--- src/rtl/dci_defs.svh ---
// Constants for the disc control interface block.
`ifndef DCI_DEFS_SVH
`define DCI_DEFS_SVH
`define DCI_CLK_NS 20
`define DCI_BIT_NS 1330
`define DCI_BIT_CYC ((`DCI_BIT_NS + `DCI_CLK_NS - 1) / `DCI_CLK_NS)
`define DCI_TICK_W 7
`define DCI_BUS_W 36
`define DCI_SEL_W 7
`define DCI_ADR_IN_W 19
`define DCI_ACC_W 20
`define DCI_ADR_W 21
`define DCI_BSC_W 5
`define DCI_CHR_W 18
`define DCI_CCNT_W 5
`define DCI_CBUF_W 11
`define DCI_CM_MASK 11'h600
`define DCI_CM_LOW 9
`define DCI_SEQ_W 8
`define DCI_TSW_W 4
`define DCI_ERR_W 6
`define DCI_STAT_PAD (`DCI_BUS_W - `DCI_CBUF_W - `DCI_SEQ_W - `DCI_ERR_W - `DCI_TSW_W)
`define DCI_DIN_PAD (`DCI_BUS_W - `DCI_ACC_W - `DCI_BSC_W)
`endif

--- src/rtl/dci_pkg.sv ---
// Types shared by the disc control interface block.
package dci_pkg;
`include "dci_defs.svh"
	typedef logic [`DCI_BSC_W-1:0]  dci_bsc_t;
	typedef logic [`DCI_TICK_W-1:0] dci_tick_t;
	typedef logic [`DCI_CCNT_W-1:0] dci_ccnt_t;
	typedef logic [`DCI_CBUF_W-1:0] dci_cbuf_t;
	typedef enum logic [1:0] {
		DCI_SER_IDLE  = 2'b01,
		DCI_SER_SHIFT = 2'b10
	} dci_ser_e;
	typedef struct packed {
		logic bus_rst, ctl_clr, ctl_set, dat_clr, dat_set, stat_lvl, din_lvl;
		logic wclk_even, wclk_odd, even_one, even_zero, odd_one, odd_zero;
		logic out_done, attached, unit_err, lockout, alarm, operable, mclr_btn;
	} dci_pin_s;
	typedef struct packed {
		logic [`DCI_SEL_W-1:0]    sel;
		logic [`DCI_ADR_IN_W-1:0] data;
		logic [`DCI_CHR_W-1:0]    chr;
		logic [`DCI_TSW_W-1:0]    tsw;
	} dci_word_s;
	typedef struct packed {
		logic sel, alert, rd, wr, fin, clr;
	} dci_disc_s;
	typedef struct packed {
		logic e1, e0, o1, o0;
	} dci_rail_s;
	typedef struct packed {
		logic [`DCI_STAT_PAD-1:0] pad;
		logic [`DCI_CBUF_W-1:0]   cbuf;
		logic [`DCI_SEQ_W-1:0]    seq;
		logic rail_err, attach_err, unit_err, lockout, alarm, operable;
		logic [`DCI_TSW_W-1:0]    tsw;
	} dci_stat_s;
	typedef struct packed {
		logic [`DCI_DIN_PAD-1:0] pad;
		logic [`DCI_ACC_W-1:0]   acc;
		logic [`DCI_BSC_W-1:0]   bsc;
	} dci_din_s;
endpackage

--- src/rtl/dci_sync.sv ---
// Two-flop synchroniser with rising-edge detect, one lane per bit.
`timescale 1ns/1ns
module dci_sync #(
	parameter int W = 1
) (
	// Clock and reset.
	input  wire logic         clk_i,
	input  wire logic         rst_i,
	// Asynchronous inputs and their synchronised forms.
	input  wire logic [W-1:0] d_i,
	output logic      [W-1:0] q_o,
	output logic      [W-1:0] rise_o
);
	genvar g;
	generate
		if (W < 1) begin : g_chk
			$error("dci_sync width must be at least one");
		end
		for (g = 0; g < W; g++) begin : g_lane
			logic meta_reg;
			logic sync_reg;
			logic last_reg;
			// The meta flop feeds only the second flop.
			always_ff @(posedge clk_i) begin
				if (rst_i) begin
					meta_reg <= 1'b0;
					sync_reg <= 1'b0;
					last_reg <= 1'b0;
				end else begin
					meta_reg <= d_i[g];
					sync_reg <= meta_reg;
					last_reg <= sync_reg;
				end
			end
			// Level and edge seen in the core domain.
			assign q_o[g]    = sync_reg;
			assign rise_o[g] = sync_reg & ~last_reg;
		end
	endgenerate
endmodule

--- src/rtl/dci_top.sv ---
// Disc control interface: processor bus, data channel and disc unit signalling.
//
// Local design decisions: the placing of the registers and strobed register access.
`timescale 1ns/1ns
`include "dci_defs.svh"
module dci_top
	import dci_pkg::*;
#(
	parameter logic [`DCI_SEL_W-1:0] DEV_CODE = 7'h15, // Arbitrary value.
	parameter int                    BIT_CYC  = `DCI_BIT_CYC
) (
	// Clock and reset.
	input  wire logic                     CORE_CLK_I,
	input  wire logic                     SRST_I,
	// Processor bus.
	input  wire logic                     BUS_RESET_I,
	input  wire logic [`DCI_SEL_W-1:0]    DEV_SEL_I,
	input  wire logic                     CTL_OUT_CLR_I,
	input  wire logic                     CTL_OUT_SET_I,
	input  wire logic                     DATA_OUT_CLR_I,
	input  wire logic                     DATA_OUT_SET_I,
	input  wire logic                     STATUS_IN_I,
	input  wire logic                     DATA_IN_I,
	input  wire logic [`DCI_ADR_IN_W-1:0] BUS_ADDR_BITS_I,
	input  wire logic [`DCI_TSW_W-1:0]    TEST_SW_I,
	output logic      [`DCI_BUS_W-1:0]    BUS_DATA_O,
	output logic                          BUS_DRIVE_N_O,
	output logic                          DEV_MATCH_O,
	// Sequencer side.
	input  wire logic [`DCI_SEQ_W-1:0]    SEQ_STATE_I,
	input  wire logic                     CHG_CMD_EN_I,
	input  wire logic                     ADDR_SEND_I,
	input  wire logic                     SEQ_ALERT_I,
	input  wire logic                     SEQ_CMD_I,
	input  wire logic                     SEQ_END_I,
	input  wire logic                     SEQ_CLEAR_I,
	input  wire logic                     WRITE_ACTIVE_I,
	input  wire logic                     READ_ACTIVE_I,
	output logic      [`DCI_CBUF_W-1:0]   CMD_BUF_O,
	output logic                          FILE_CTL_CLR_O,
	output logic                          ACCUM_LOAD_O,
	output logic                          ADDR_DONE_O,
	output logic                          DATA_END_O,
	output logic                          CHAN_ERR_O,
	// Data channel.
	input  wire logic [`DCI_CHR_W-1:0]    CHAN_CHAR_I,
	input  wire logic                     CHAN_OUT_DONE_I,
	input  wire logic                     CHAN_ATTACHED_I,
	output logic      [`DCI_CHR_W-1:0]    CHAN_CHAR_O,
	output logic                          GIVE_CHAR_O,
	output logic                          TAKE_CHAR_O,
	// Disc unit.
	input  wire logic                     WCLK_EVEN_I,
	input  wire logic                     WCLK_ODD_I,
	input  wire logic                     EVEN_ONE_I,
	input  wire logic                     EVEN_ZERO_I,
	input  wire logic                     ODD_ONE_I,
	input  wire logic                     ODD_ZERO_I,
	input  wire logic                     UNIT_ERR_I,
	input  wire logic                     LOCKOUT_I,
	input  wire logic                     ALARM_I,
	input  wire logic                     OPERABLE_I,
	input  wire logic                     MCLR_BTN_I,
	output logic                          SELECT_O,
	output logic                          ALERT_O,
	output logic                          READ_O,
	output logic                          WRITE_O,
	output logic                          END_O,
	output logic                          CLEAR_O,
	output logic                          DRIVE_MCLR_O,
	output logic                          EVEN_ONE_O,
	output logic                          EVEN_ZERO_O,
	output logic                          ODD_ONE_O,
	output logic                          ODD_ZERO_O
);
	generate
		if (BIT_CYC < 1 || BIT_CYC > (1 << `DCI_TICK_W)) begin : g_chk
			$error("BIT_CYC does not fit the bit timer");
		end
	endgenerate

	// All pins except the sequencer-side inputs pass the synchronisers before any logic looks at them.
	dci_pin_s  pin_raw, pin_s, pin_r;
	dci_word_s word_raw, word_s;
	assign pin_raw = {BUS_RESET_I, CTL_OUT_CLR_I, CTL_OUT_SET_I, DATA_OUT_CLR_I,
		DATA_OUT_SET_I, STATUS_IN_I, DATA_IN_I, WCLK_EVEN_I, WCLK_ODD_I,
		EVEN_ONE_I, EVEN_ZERO_I, ODD_ONE_I, ODD_ZERO_I, CHAN_OUT_DONE_I,
		CHAN_ATTACHED_I, UNIT_ERR_I, LOCKOUT_I, ALARM_I, OPERABLE_I, MCLR_BTN_I};
	assign word_raw = {DEV_SEL_I, BUS_ADDR_BITS_I, CHAN_CHAR_I, TEST_SW_I};
	dci_sync #(.W($bits(dci_pin_s))) u_pin (
		.clk_i  (CORE_CLK_I),
		.rst_i  (SRST_I),
		.d_i    (pin_raw),
		.q_o    (pin_s),
		.rise_o (pin_r)
	);
	dci_sync #(.W($bits(dci_word_s))) u_word (
		.clk_i  (CORE_CLK_I),
		.rst_i  (SRST_I),
		.d_i    (word_raw),
		.q_o    (word_s),
		.rise_o ()
	);

	// Bus decode: internal reset fans out into four clears, and every
	// instruction pulse is qualified by the device match.
	logic match_reg, match_next;
	logic bus_reset_pulse, cmd_buffer_clear_pulse, cmd_load_pulse;
	logic accum_clear_pulse, accum_load_pulse, file_ctl_clear_pulse;
	logic seq_clear_pulse, status_gate_pulse, accum_gate_pulse;
	assign match_next             = (word_s.sel == DEV_CODE);
	assign bus_reset_pulse        = pin_r.bus_rst;
	assign cmd_buffer_clear_pulse = bus_reset_pulse | (pin_r.ctl_clr & match_reg);
	assign cmd_load_pulse         = pin_r.ctl_set & match_reg & ~bus_reset_pulse;
	assign accum_clear_pulse      = bus_reset_pulse | (pin_r.dat_clr & match_reg);
	assign accum_load_pulse       = pin_r.dat_set & match_reg & ~bus_reset_pulse;
	assign file_ctl_clear_pulse   = bus_reset_pulse;
	assign seq_clear_pulse        = bus_reset_pulse;
	assign status_gate_pulse      = pin_s.stat_lvl & match_reg;
	assign accum_gate_pulse       = pin_s.din_lvl & match_reg;

	// Command buffer and address accumulator.
	dci_cbuf_t cmd_reg, cmd_next;
	logic [`DCI_ACC_W-1:0] acc_reg, acc_next;
	logic cm_ok;
	always_comb begin
		cm_ok    = CHG_CMD_EN_I | bus_reset_pulse;
		cmd_next = cmd_reg;
		acc_next = acc_reg;
		if (cmd_buffer_clear_pulse) begin
			cmd_next = cm_ok ? '0 : (cmd_reg & `DCI_CM_MASK);
		end
		if (cmd_load_pulse) begin
			cmd_next = cm_ok ? (cmd_next | word_s.data[`DCI_CBUF_W-1:0])
				: (cmd_next | (word_s.data[`DCI_CBUF_W-1:0] & ~`DCI_CM_MASK));
		end
		if (accum_clear_pulse) begin
			acc_next = '0;
		end else if (accum_load_pulse) begin
			acc_next = acc_reg | {1'b0, word_s.data};
		end
	end
	always_ff @(posedge CORE_CLK_I) begin
		if (SRST_I) begin
			match_reg <= 1'b0;
			cmd_reg   <= '0;
			acc_reg   <= '0;
		end else begin
			match_reg <= match_next;
			cmd_reg   <= cmd_next;
			acc_reg   <= acc_next;
		end
	end

	// Address serialiser: 21 bits, low bit first, parity last.
	dci_ser_e ser_reg, ser_next;
	logic [`DCI_ADR_W-1:0] ash_reg, ash_next;
	dci_bsc_t bsc_reg, bsc_next;
	dci_tick_t tick_reg, tick_next;
	logic ser_emit, ser_bit, done_next;
	always_comb begin
		ser_next  = ser_reg;
		ash_next  = ash_reg;
		bsc_next  = bsc_reg;
		tick_next = tick_reg;
		ser_emit  = 1'b0;
		ser_bit   = ash_reg[0];
		done_next = 1'b0;
		case (ser_reg)
			DCI_SER_IDLE: begin
			end
			DCI_SER_SHIFT: begin
				if (tick_reg != '0) begin
					tick_next = tick_reg - dci_tick_t'(1);
				end else begin
					ser_emit  = 1'b1;
					ash_next  = ash_reg >> 1;
					bsc_next  = bsc_reg + dci_bsc_t'(1);
					tick_next = dci_tick_t'(BIT_CYC - 1);
					if (bsc_reg == dci_bsc_t'(`DCI_ADR_W - 1)) begin
						ser_next  = DCI_SER_IDLE;
						done_next = 1'b1;
					end
				end
			end
			default: ser_next = DCI_SER_IDLE;
		endcase
		if (ADDR_SEND_I) begin
			ser_next  = DCI_SER_SHIFT;
			ash_next  = {~^acc_reg, acc_reg};
			bsc_next  = '0;
			tick_next = '0;
		end
		if (file_ctl_clear_pulse) begin
			ser_next = DCI_SER_IDLE;
		end
		if (accum_clear_pulse) begin
			bsc_next = '0;
		end
	end
	always_ff @(posedge CORE_CLK_I) begin
		if (SRST_I) begin
			ser_reg  <= DCI_SER_IDLE;
			ash_reg  <= '0;
			bsc_reg  <= '0;
			tick_reg <= '0;
		end else begin
			ser_reg  <= ser_next;
			ash_reg  <= ash_next;
			bsc_reg  <= bsc_next;
			tick_reg <= tick_next;
		end
	end

	// Write path: one character bit per write clock, give after each take-in.
	logic [`DCI_CHR_W-1:0] wsh_reg, wsh_next;
	dci_ccnt_t wcnt_reg, wcnt_next;
	logic wr_emit, wr_bit, wr_odd, give_next;
	always_comb begin
		wsh_next  = wsh_reg;
		wcnt_next = wcnt_reg;
		give_next = 1'b0;
		wr_emit   = WRITE_ACTIVE_I & (pin_r.wclk_even | pin_r.wclk_odd);
		wr_odd    = ~pin_r.wclk_even;
		wr_bit    = wsh_reg[0];
		if (!WRITE_ACTIVE_I || seq_clear_pulse) begin
			wcnt_next = '0;
		end else if (wr_emit) begin
			if (wcnt_reg == '0) begin
				wr_bit    = word_s.chr[0];
				wsh_next  = word_s.chr >> 1;
				wcnt_next = dci_ccnt_t'(`DCI_CHR_W - 1);
				give_next = 1'b1;
			end else begin
				wsh_next  = wsh_reg >> 1;
				wcnt_next = wcnt_reg - dci_ccnt_t'(1);
			end
		end
	end

	// Outgoing rails: address bits and write bits share the dual-rail lines.
	dci_rail_s rail_reg, rail_next;
	always_comb begin
		rail_next = '0;
		if (ser_emit) begin
			rail_next.e1 = ~bsc_reg[0] & ser_bit;
			rail_next.e0 = ~bsc_reg[0] & ~ser_bit;
			rail_next.o1 = bsc_reg[0] & ser_bit;
			rail_next.o0 = bsc_reg[0] & ~ser_bit;
		end else if (wr_emit) begin
			rail_next.e1 = ~wr_odd & wr_bit;
			rail_next.e0 = ~wr_odd & ~wr_bit;
			rail_next.o1 = wr_odd & wr_bit;
			rail_next.o0 = wr_odd & ~wr_bit;
		end
	end

	// Read path: assemble a character from the incoming rails.
	logic [`DCI_CHR_W-1:0] rsh_reg, rsh_next, chr_reg, chr_next;
	dci_ccnt_t rcnt_reg, rcnt_next;
	logic take_pend_reg, take_pend_next, rd_one, rd_zero;
	always_comb begin
		rsh_next       = rsh_reg;
		rcnt_next      = rcnt_reg;
		chr_next       = chr_reg;
		take_pend_next = 1'b0;
		rd_one         = pin_r.even_one | pin_r.odd_one;
		rd_zero        = pin_r.even_zero | pin_r.odd_zero;
		if (!READ_ACTIVE_I || seq_clear_pulse) begin
			rcnt_next = '0;
		end else if (rd_one ^ rd_zero) begin
			rsh_next = {rd_one, rsh_reg[`DCI_CHR_W-1:1]};
			if (rcnt_reg == dci_ccnt_t'(`DCI_CHR_W - 1)) begin
				chr_next       = rsh_next;
				rcnt_next      = '0;
				take_pend_next = 1'b1;
			end else begin
				rcnt_next = rcnt_reg + dci_ccnt_t'(1);
			end
		end
	end

	// Error flags and channel end detect; a set beats a clear.
	logic attach_err_reg, attach_err_next, rail_err_reg, rail_err_next, dend_next;
	always_comb begin
		attach_err_next = (attach_err_reg & ~seq_clear_pulse)
			| (SEQ_CMD_I & ~pin_s.attached);
		rail_err_next   = (rail_err_reg & ~seq_clear_pulse)
			| (READ_ACTIVE_I & rd_one & rd_zero);
		dend_next       = WRITE_ACTIVE_I & pin_r.out_done;
	end

	// Disc unit control pulses.
	dci_disc_s disc_reg, disc_next;
	logic alerted_reg, alerted_next;
	always_comb begin
		disc_next       = '0;
		alerted_next    = alerted_reg;
		disc_next.sel   = accum_load_pulse;
		disc_next.alert = SEQ_ALERT_I;
		if (SEQ_ALERT_I) begin
			alerted_next = 1'b1;
		end
		if (SEQ_CMD_I && alerted_reg) begin
			disc_next.rd = cmd_reg[`DCI_CM_LOW];
			disc_next.wr = ~cmd_reg[`DCI_CM_LOW];
			alerted_next = 1'b0;
		end
		disc_next.fin = SEQ_END_I | SEQ_CLEAR_I;
		disc_next.clr = SEQ_CLEAR_I;
		if (file_ctl_clear_pulse) begin
			alerted_next = 1'b0;
		end
	end

	// Bus read-back during the status and data-in levels.
	dci_stat_s stat_w;
	dci_din_s din_w;
	logic [`DCI_BUS_W-1:0] bus_next;
	logic drive_n_next;
	always_comb begin
		stat_w = '{pad: '0, cbuf: cmd_reg, seq: SEQ_STATE_I, rail_err: rail_err_reg,
			attach_err: attach_err_reg, unit_err: pin_s.unit_err, lockout: pin_s.lockout,
			alarm: pin_s.alarm, operable: pin_s.operable, tsw: word_s.tsw};
		din_w        = '{pad: '0, acc: acc_reg, bsc: bsc_reg};
		bus_next     = '0;
		drive_n_next = 1'b1;
		if (status_gate_pulse) begin
			bus_next     = stat_w;
			drive_n_next = 1'b0;
		end else if (accum_gate_pulse) begin
			bus_next     = din_w;
			drive_n_next = 1'b0;
		end
	end

	// Registers of the data paths and of the top-level outputs not assigned below.
	always_ff @(posedge CORE_CLK_I) begin
		if (SRST_I) begin
			wsh_reg        <= '0;
			wcnt_reg       <= '0;
			rsh_reg        <= '0;
			rcnt_reg       <= '0;
			chr_reg        <= '0;
			take_pend_reg  <= 1'b0;
			attach_err_reg <= 1'b0;
			rail_err_reg   <= 1'b0;
			alerted_reg    <= 1'b0;
			disc_reg       <= '0;
			rail_reg       <= '0;
			BUS_DATA_O     <= '0;
			BUS_DRIVE_N_O  <= 1'b1;
			GIVE_CHAR_O    <= 1'b0;
			TAKE_CHAR_O    <= 1'b0;
			ADDR_DONE_O    <= 1'b0;
			DATA_END_O     <= 1'b0;
			ACCUM_LOAD_O   <= 1'b0;
			FILE_CTL_CLR_O <= 1'b0;
			DRIVE_MCLR_O   <= 1'b0;
		end else begin
			wsh_reg        <= wsh_next;
			wcnt_reg       <= wcnt_next;
			rsh_reg        <= rsh_next;
			rcnt_reg       <= rcnt_next;
			chr_reg        <= chr_next;
			take_pend_reg  <= take_pend_next;
			attach_err_reg <= attach_err_next;
			rail_err_reg   <= rail_err_next;
			alerted_reg    <= alerted_next;
			disc_reg       <= disc_next;
			rail_reg       <= rail_next;
			BUS_DATA_O     <= bus_next;
			BUS_DRIVE_N_O  <= drive_n_next;
			GIVE_CHAR_O    <= give_next;
			TAKE_CHAR_O    <= take_pend_reg;
			ADDR_DONE_O    <= done_next;
			DATA_END_O     <= dend_next;
			ACCUM_LOAD_O   <= accum_load_pulse;
			FILE_CTL_CLR_O <= file_ctl_clear_pulse;
			DRIVE_MCLR_O   <= pin_s.mclr_btn;
		end
	end

	// Outputs that are registers in their own right.
	assign DEV_MATCH_O = match_reg;
	assign CMD_BUF_O   = cmd_reg;
	assign CHAN_ERR_O  = attach_err_reg;
	assign CHAN_CHAR_O = chr_reg;
	assign SELECT_O    = disc_reg.sel;
	assign ALERT_O     = disc_reg.alert;
	assign READ_O      = disc_reg.rd;
	assign WRITE_O     = disc_reg.wr;
	assign END_O       = disc_reg.fin;
	assign CLEAR_O     = disc_reg.clr;
	assign EVEN_ONE_O  = rail_reg.e1;
	assign EVEN_ZERO_O = rail_reg.e0;
	assign ODD_ONE_O   = rail_reg.o1;
	assign ODD_ZERO_O  = rail_reg.o0;

	// Cycles since the last address bit, so the spacing check works for any BIT_CYC.
	logic [`DCI_TICK_W:0] gap_reg, gap_next;
	logic gap_arm_reg, gap_arm_next;
	always_comb begin
		gap_next     = gap_reg;
		gap_arm_next = gap_arm_reg;
		if (ser_emit) begin
			gap_next     = '0;
			gap_arm_next = 1'b1;
		end else if (gap_reg != '1) begin
			gap_next = gap_reg + 1'b1;
		end
		if (ADDR_SEND_I || file_ctl_clear_pulse) begin
			gap_arm_next = 1'b0;
		end
	end
	always_ff @(posedge CORE_CLK_I) begin
		if (SRST_I) begin
			gap_reg     <= '0;
			gap_arm_reg <= 1'b0;
		end else begin
			gap_reg     <= gap_next;
			gap_arm_reg <= gap_arm_next;
		end
	end

	// Checks on the behaviour above.
	AST_RESET_CLEARS: assert property (@(posedge CORE_CLK_I) disable iff (SRST_I)
		bus_reset_pulse |=> (cmd_reg == '0) && (acc_reg == '0) && FILE_CTL_CLR_O)
		else $error("bus reset did not clear the block");
	AST_NO_MATCH_IGNORED: assert property (@(posedge CORE_CLK_I) disable iff (SRST_I)
		(pin_r.ctl_set && !match_reg && !pin_r.ctl_clr && !bus_reset_pulse)
		|=> $stable(cmd_reg))
		else $error("command buffer changed without device match");
	AST_ACC_LOAD: assert property (@(posedge CORE_CLK_I) disable iff (SRST_I)
		(accum_load_pulse && !accum_clear_pulse && acc_reg == '0)
		|=> acc_reg == {1'b0, $past(word_s.data)})
		else $error("accumulator did not load bus bits");
	AST_CM_LOCKED: assert property (@(posedge CORE_CLK_I) disable iff (SRST_I)
		((cmd_load_pulse || cmd_buffer_clear_pulse) && !CHG_CMD_EN_I && !bus_reset_pulse)
		|=> $stable(cmd_reg & `DCI_CM_MASK))
		else $error("command code changed while disabled");
	AST_STATUS_DRIVE: assert property (@(posedge CORE_CLK_I) disable iff (SRST_I)
		status_gate_pulse |=> !BUS_DRIVE_N_O && BUS_DATA_O[`DCI_BUS_W-`DCI_STAT_PAD-1:
		`DCI_BUS_W-`DCI_STAT_PAD-`DCI_CBUF_W] == $past(cmd_reg))
		else $error("status word not driven");
	AST_CLEAR_WITH_END: assert property (@(posedge CORE_CLK_I) disable iff (SRST_I)
		CLEAR_O |-> END_O)
		else $error("clear pulse sent without end pulse");
	AST_ONE_RAIL: assert property (@(posedge CORE_CLK_I) disable iff (SRST_I)
		!(EVEN_ONE_O && EVEN_ZERO_O) && !(ODD_ONE_O && ODD_ZERO_O)
		&& !((EVEN_ONE_O || EVEN_ZERO_O) && (ODD_ONE_O || ODD_ZERO_O)))
		else $error("more than one rail line pulsed");
	AST_BIT_SPACING: assert property (@(posedge CORE_CLK_I) disable iff (SRST_I)
		(ser_emit && gap_arm_reg) |-> int'(gap_reg) == BIT_CYC - 1)
		else $error("address bits closer than the bit period");
	AST_TAKE_AFTER_CHAR: assert property (@(posedge CORE_CLK_I) disable iff (SRST_I)
		take_pend_next |=> ##1 TAKE_CHAR_O && $stable(CHAN_CHAR_O))
		else $error("take pulse missing after character");
	AST_CMD_NEEDS_ALERT: assert property (@(posedge CORE_CLK_I) disable iff (SRST_I)
		(READ_O || WRITE_O) |-> $past(alerted_reg, 1))
		else $error("command pulse without alert");
endmodule

--- config.mk ---
export PLATFORM = sky130hd
export DESIGN_NAME = dci_top
export DESIGN_NICKNAME = d
export VERILOG_FILES = /design/src/rtl/dci_pkg.sv /design/src/rtl/dci_sync.sv /design/src/rtl/dci_top.sv
export VERILOG_INCLUDE_DIRS = /design/src /design/src/rtl
export SDC_FILE = /design/constraint.sdc
export NUM_CORES = 1
export LEC_CHECK = 0
export BUFFER_PORTS_ARGS = -buffer_cell sky130_fd_sc_hd__buf_2
export CORE_UTILIZATION = 40
export CTS_BUF_LIST = sky130_fd_sc_hd__clkbuf_2 sky130_fd_sc_hd__clkbuf_4 sky130_fd_sc_hd__clkbuf_8
export CTS_CLUSTER_SIZE = 28
export DETAILED_ROUTE_END_ITERATION = 8
export SYNTH_ARGS = -nofsm -noshare
export SYNTH_HDL_FRONTEND = slang
export SYNTH_HIERARCHICAL = 1
export SYNTH_SLANG_ARGS = --single-unit
export TNS_END_PERCENT = 5
--- constraint.sdc ---
create_clock -name CORE_CLK_I -period 6.7 [get_ports CORE_CLK_I]
set_clock_uncertainty 0.05 [all_clocks]
set_input_delay 0.67 -clock CORE_CLK_I [delete_from_list [all_inputs] [get_ports CORE_CLK_I]]
set_output_delay 0.67 -clock CORE_CLK_I [all_outputs]
set_load 0.005 [all_outputs]
## Word level (Yosys, flattened, before mapping)

Cells that the tools add are included.

| storage, ports and cells | value |
|---|---|
| bits in registers | 336 |
| latch bits | 0 |
| RAM bits | 0 |
| bits in read-only memories | 0 |
| output and inout port bits | 85 |
| logic and storage cells | 326 |
| memories | 0 |

| operators by class | value |
|---|---|
| add/subtract/negate cells | 4 |
| $mul | 0 |
| div/mod/pow operators | 0 |
| $lt $le $gt $ge | 0 |
| eq/ne operators | 9 |
| shift operators | 0 |
| muxes and demuxes | 29 |
| bitwise gates (word level) | 74 |
| reduce and logical (&&, ||, !) cells | 27 |

Operators with widths:

| cell | number |
|---|---|
| $mux 21 | 3 |
| $mux 11 | 4 |
| $and 1x1->1 | 35 |
| $mux 29 | 1 |
| $not 1->1 | 26 |
| $mux 25 | 1 |
| $or 20x19->20 | 1 |
| $reduce_xnor 20->1 | 1 |
| $mux 17 | 1 |
| $reduce_or 3->1 | 5 |
| $reduce_or 2->1 | 7 |
| $or 11x11->11 | 1 |
| $or 11x9->11 | 1 |
| $add 5x1->5 const B | 2 |
| $eq 5x5->1 const B | 2 |
| $mux 1 | 10 |
| $mux 5 | 2 |
| $or 1x1->1 | 9 |
| $mux 4 | 2 |
| $reduce_and 2->1 | 4 |
| $eq 7x5->1 const B | 1 |
| $mux 7 | 1 |
| $reduce_bool 7->1 | 1 |
| $sub 7x1->7 const B | 1 |
| 14 further kinds | 21 |

## Logic depth before layout (Yosys ltp)

| depth | value |
|---|---|
| depth in word-level cells | 10 |
| mapped depth | 8 |
| gate-level depth less buffers | 7 |

## By module

The synthesis kept the hierarchy.

Modules (own cells, without submodules):

| module | times used | cells an instance | area an instance (sq um) |
|---|---|---|---|
| dci_top | 1 | 690 | 6842.8 |
| dci_sync at u_word | 1 | 400 | 4710.8 |
| dci_sync at u_pin | 1 | 166 | 1881.8 |

## Worst setup path before layout

No wires, ideal clock.

| timing path | value |
|---|---|
| kind | reg2reg |
| start point | reg tick_reg[2] |
| end point | reg ash_reg[10] |
| setup time | 0.128 ns |
| arrival time | 2.025 ns |
| required time | 6.522 ns |
| setup slack | 4.497 ns |
| stages on the path, launching flop included | 8 |
| buffers on the path | 2 |
| clock period less this slack | 2.203 ns |
| cell sequence | dfxtp_1 -> or4_1 -> buf_2 -> nor4_4 -> buf_6 -> mux2_2 -> mux2i_1 -> nor2_1 |

| on the way | value |
|---|---|
| cells in the longest elaborated chain, start to end | 3 |

Ends and longest elaborated chain:

| element | RTL line | source |
|---|---|---|
| start, declared | dci_top.sv:159 | `dci_tick_t tick_reg, tick_next;` |
| start signal, assigned | dci_top.sv:211 | `tick_reg <= tick_next;` |
| $reduce_bool 7->1 | dci_top.sv:173 | `if (tick_reg != '0) begin` |
| $ne 2x2->1 (no source line) | - |  |
| $reduce_and 2->1 (no source line) | - |  |
| end signal, assigned | dci_top.sv:209 | `ash_reg <= ash_next;` |
| end, declared | dci_top.sv:157 | `` logic [`DCI_ADR_W-1:0] ash_reg, ash_next; `` |

Every way passes these cells.
A chain may end at the register's enable or synchronous reset.

## Worst setup path in the final report

| timing path | value |
|---|---|
| start point | reg tick_reg[2] |
| end point | reg ash_reg[14] |

The elaborated chain is that of the path after synthesis.

==> results.md <==
* Antenna-violating nets left at 0
* Critical path launch point: tick_reg[2]
* Status: completed
* Hold-fix buffers, CTS at 0
* Hold Slack at 0.253 ns
* Hold Vio Cnt, Final at 0
* RSZ-0062 raised after global routing: no
* Clk_lat worst skew at 0.58 ns
* Total power at 4020 uW
* Met1 usage at 0.190
* Vias in the first global route at 6,687
* Final worst slack at 4.34 ns
* Met3 Use GR at 0.0364
* Starting Density at 0.410
* GRT Util Overall at 0.148
* Fin nets at 1,271
* Postcts setup bufs at 0
* Root buffer cell: clkbuf_8
* Critical path required time at 7.08 ns
* H-tree levels at 2
* FMAX at 423 MHz
* CP Class: flip-flop to flip-flop
* Initial DRC Count at 272
* Layout fillers at 2,651
* Max VDD drop at 0.154 mV
* Routed len/inst at 13.6 um
* Hold WC Path Type: primary input to flip-flop
* Pin count of the biggest net entering global routing at 115
* Die Footprint at 29,400 um^2
* Worst slack, placed at 4.08 ns
* DIE HEIGHT at 171 um
* Internal at 3170 uW
* Most common library cell in the layout ignoring fill and taps: dfxtp_1
* Critical path arrival at 2.74 ns
* CP max stage cell: or4_1
* Die W at 171 um
* Initial antenna violation count at 0
* Pwr/cell area at 305 nW/um^2
* Final period util at 0.353
* Worst-path maximum fanout at 25
* Max-Cap Viols at 0
* CTS Buf Count at 53
* CP top delay family: simple AND/OR/NAND/NOR gates
* Met2 Usage GRT at 0.242
* Mean Syn Cell Area at 10.7 um^2
* CTS tree: yes
* Static Leak at 0.00573 uW
* Tmin final at 2.36 ns
* Clock transition at path regs at 0.07 ns
* CP bufs+invs at 1
* Detailed Routing Iterations Pass 1 at 7
* Slew margin rel. at 0.233
* Clk buf depth at 3
* Clock Power Share at 0.462
* Port bufs at 163
* Setup Viol. Count Final at 0
* Total Neg Setup Slack at 0 ns
* Residual DRC count at 0
* Vias/cell at 4.51
* Min-delay src: CTL_OUT_CLR_I
* I/O pin count at 171
* CP startpoint kind: flip-flop
* CP max stage delay at 0.65 ns
* Layout cell share with drive strength beyond 1 at 0.266
* Area Overhead vs Synth at 15.1%
* Switch Pwr at 852 uW
* RR Startpoint: tick_reg[2]
* Dpl hpwl at 14,200 um
* Busiest grt layer: met2
* First-pass GRT wire length at 34,200 um
* GR Overflow Total at 0
* Final Max Tran Viols at 0
* Share of power burned in registers at 0.500
* Switching part of the total at 0.212
* Mapped cell area at 11,500 um^2
* Core Area at 28,000 um^2
* CTS sink cnt at 326
* Row cnt at 61
* Via count at 7,191
* Worst Tran Pin Value at 1.15 ns
* CTS resizes at 0
* Critical Path End Type: flip-flop
* Post-Route WL at 21,700 um
* Combinational power share at 0.039
* Routability Congestion at 0.771
* Most frequent cells in the layout: dfxtp_1 (326), buf_2 (162), nor2b_1 (135), nor2_1 (107), clkbuf_8 (62)
* Ant diodes at 0
* Syn. warnings at 6
* Cells after Synth at 1,076
* Crit-path cells: or4_1 -> nor4_4 -> buf_4 -> mux2_2 -> mux2i_1 -> nor2_1
==> per-layer routing <==
layer | up-vias | wire (um) | share of wire
li1 | 3698 | - | -
met1 | 3283 | 10100 | 0.46
met2 | 175 | 10100 | 0.46
met3 | 35 | 1200 | 0.055
met4 | 0 | 404 | 0.019
met5 | - | 0 | 0
==> final cells by class <==
cell class / count / area [um^2] / area share
Clock buffer: 82 / 1000 / 0.0760
Clock inverter: 13 / 176 / 0.0134
Inverter: 9 / 33.8 / 0.00256
Multi-Input combinational cell: 619 / 4120 / 0.312
Sequential cell: 326 / 6530 / 0.494
Tap cell: 378 / 473 / 0.0358
Timing Repair Buffer: 169 / 871 / 0.0659
==> per-stage QoR <==
step,instances,area [um^2],util
finish,1596,13200,0.472
global route,1596,13200,0.472
CTS,1596,13200,0.472
detailed placement,1501,12000,0.429
global placement,1501,12000,0.429
floorplan,1082,11500,-
==> worst paths after layout <==
check	slack, ns	depth (start not counted)	endpoint
worst min register to register	0.38	1	DRIVE_MCLR_O
worst max register to register	4.34	6	ash_reg[14]
worst max-delay path	4.34	6	ash_reg[14]
worst min-delay path	0.25	2	u_pin/g_lane[18].meta_reg
==> power by group through the flow <==
stage               clock network [uW]  registers, uW  logic [uW]
floorplan                            0           2050         138
global placement                     0           2050         157
detailed placement                   0           2050         159
CTS                               1920           2010         159
global route                      2010           2010         175
finish                            1860           2010         156
Note: power is estimated with default switching activity, not from simulation.
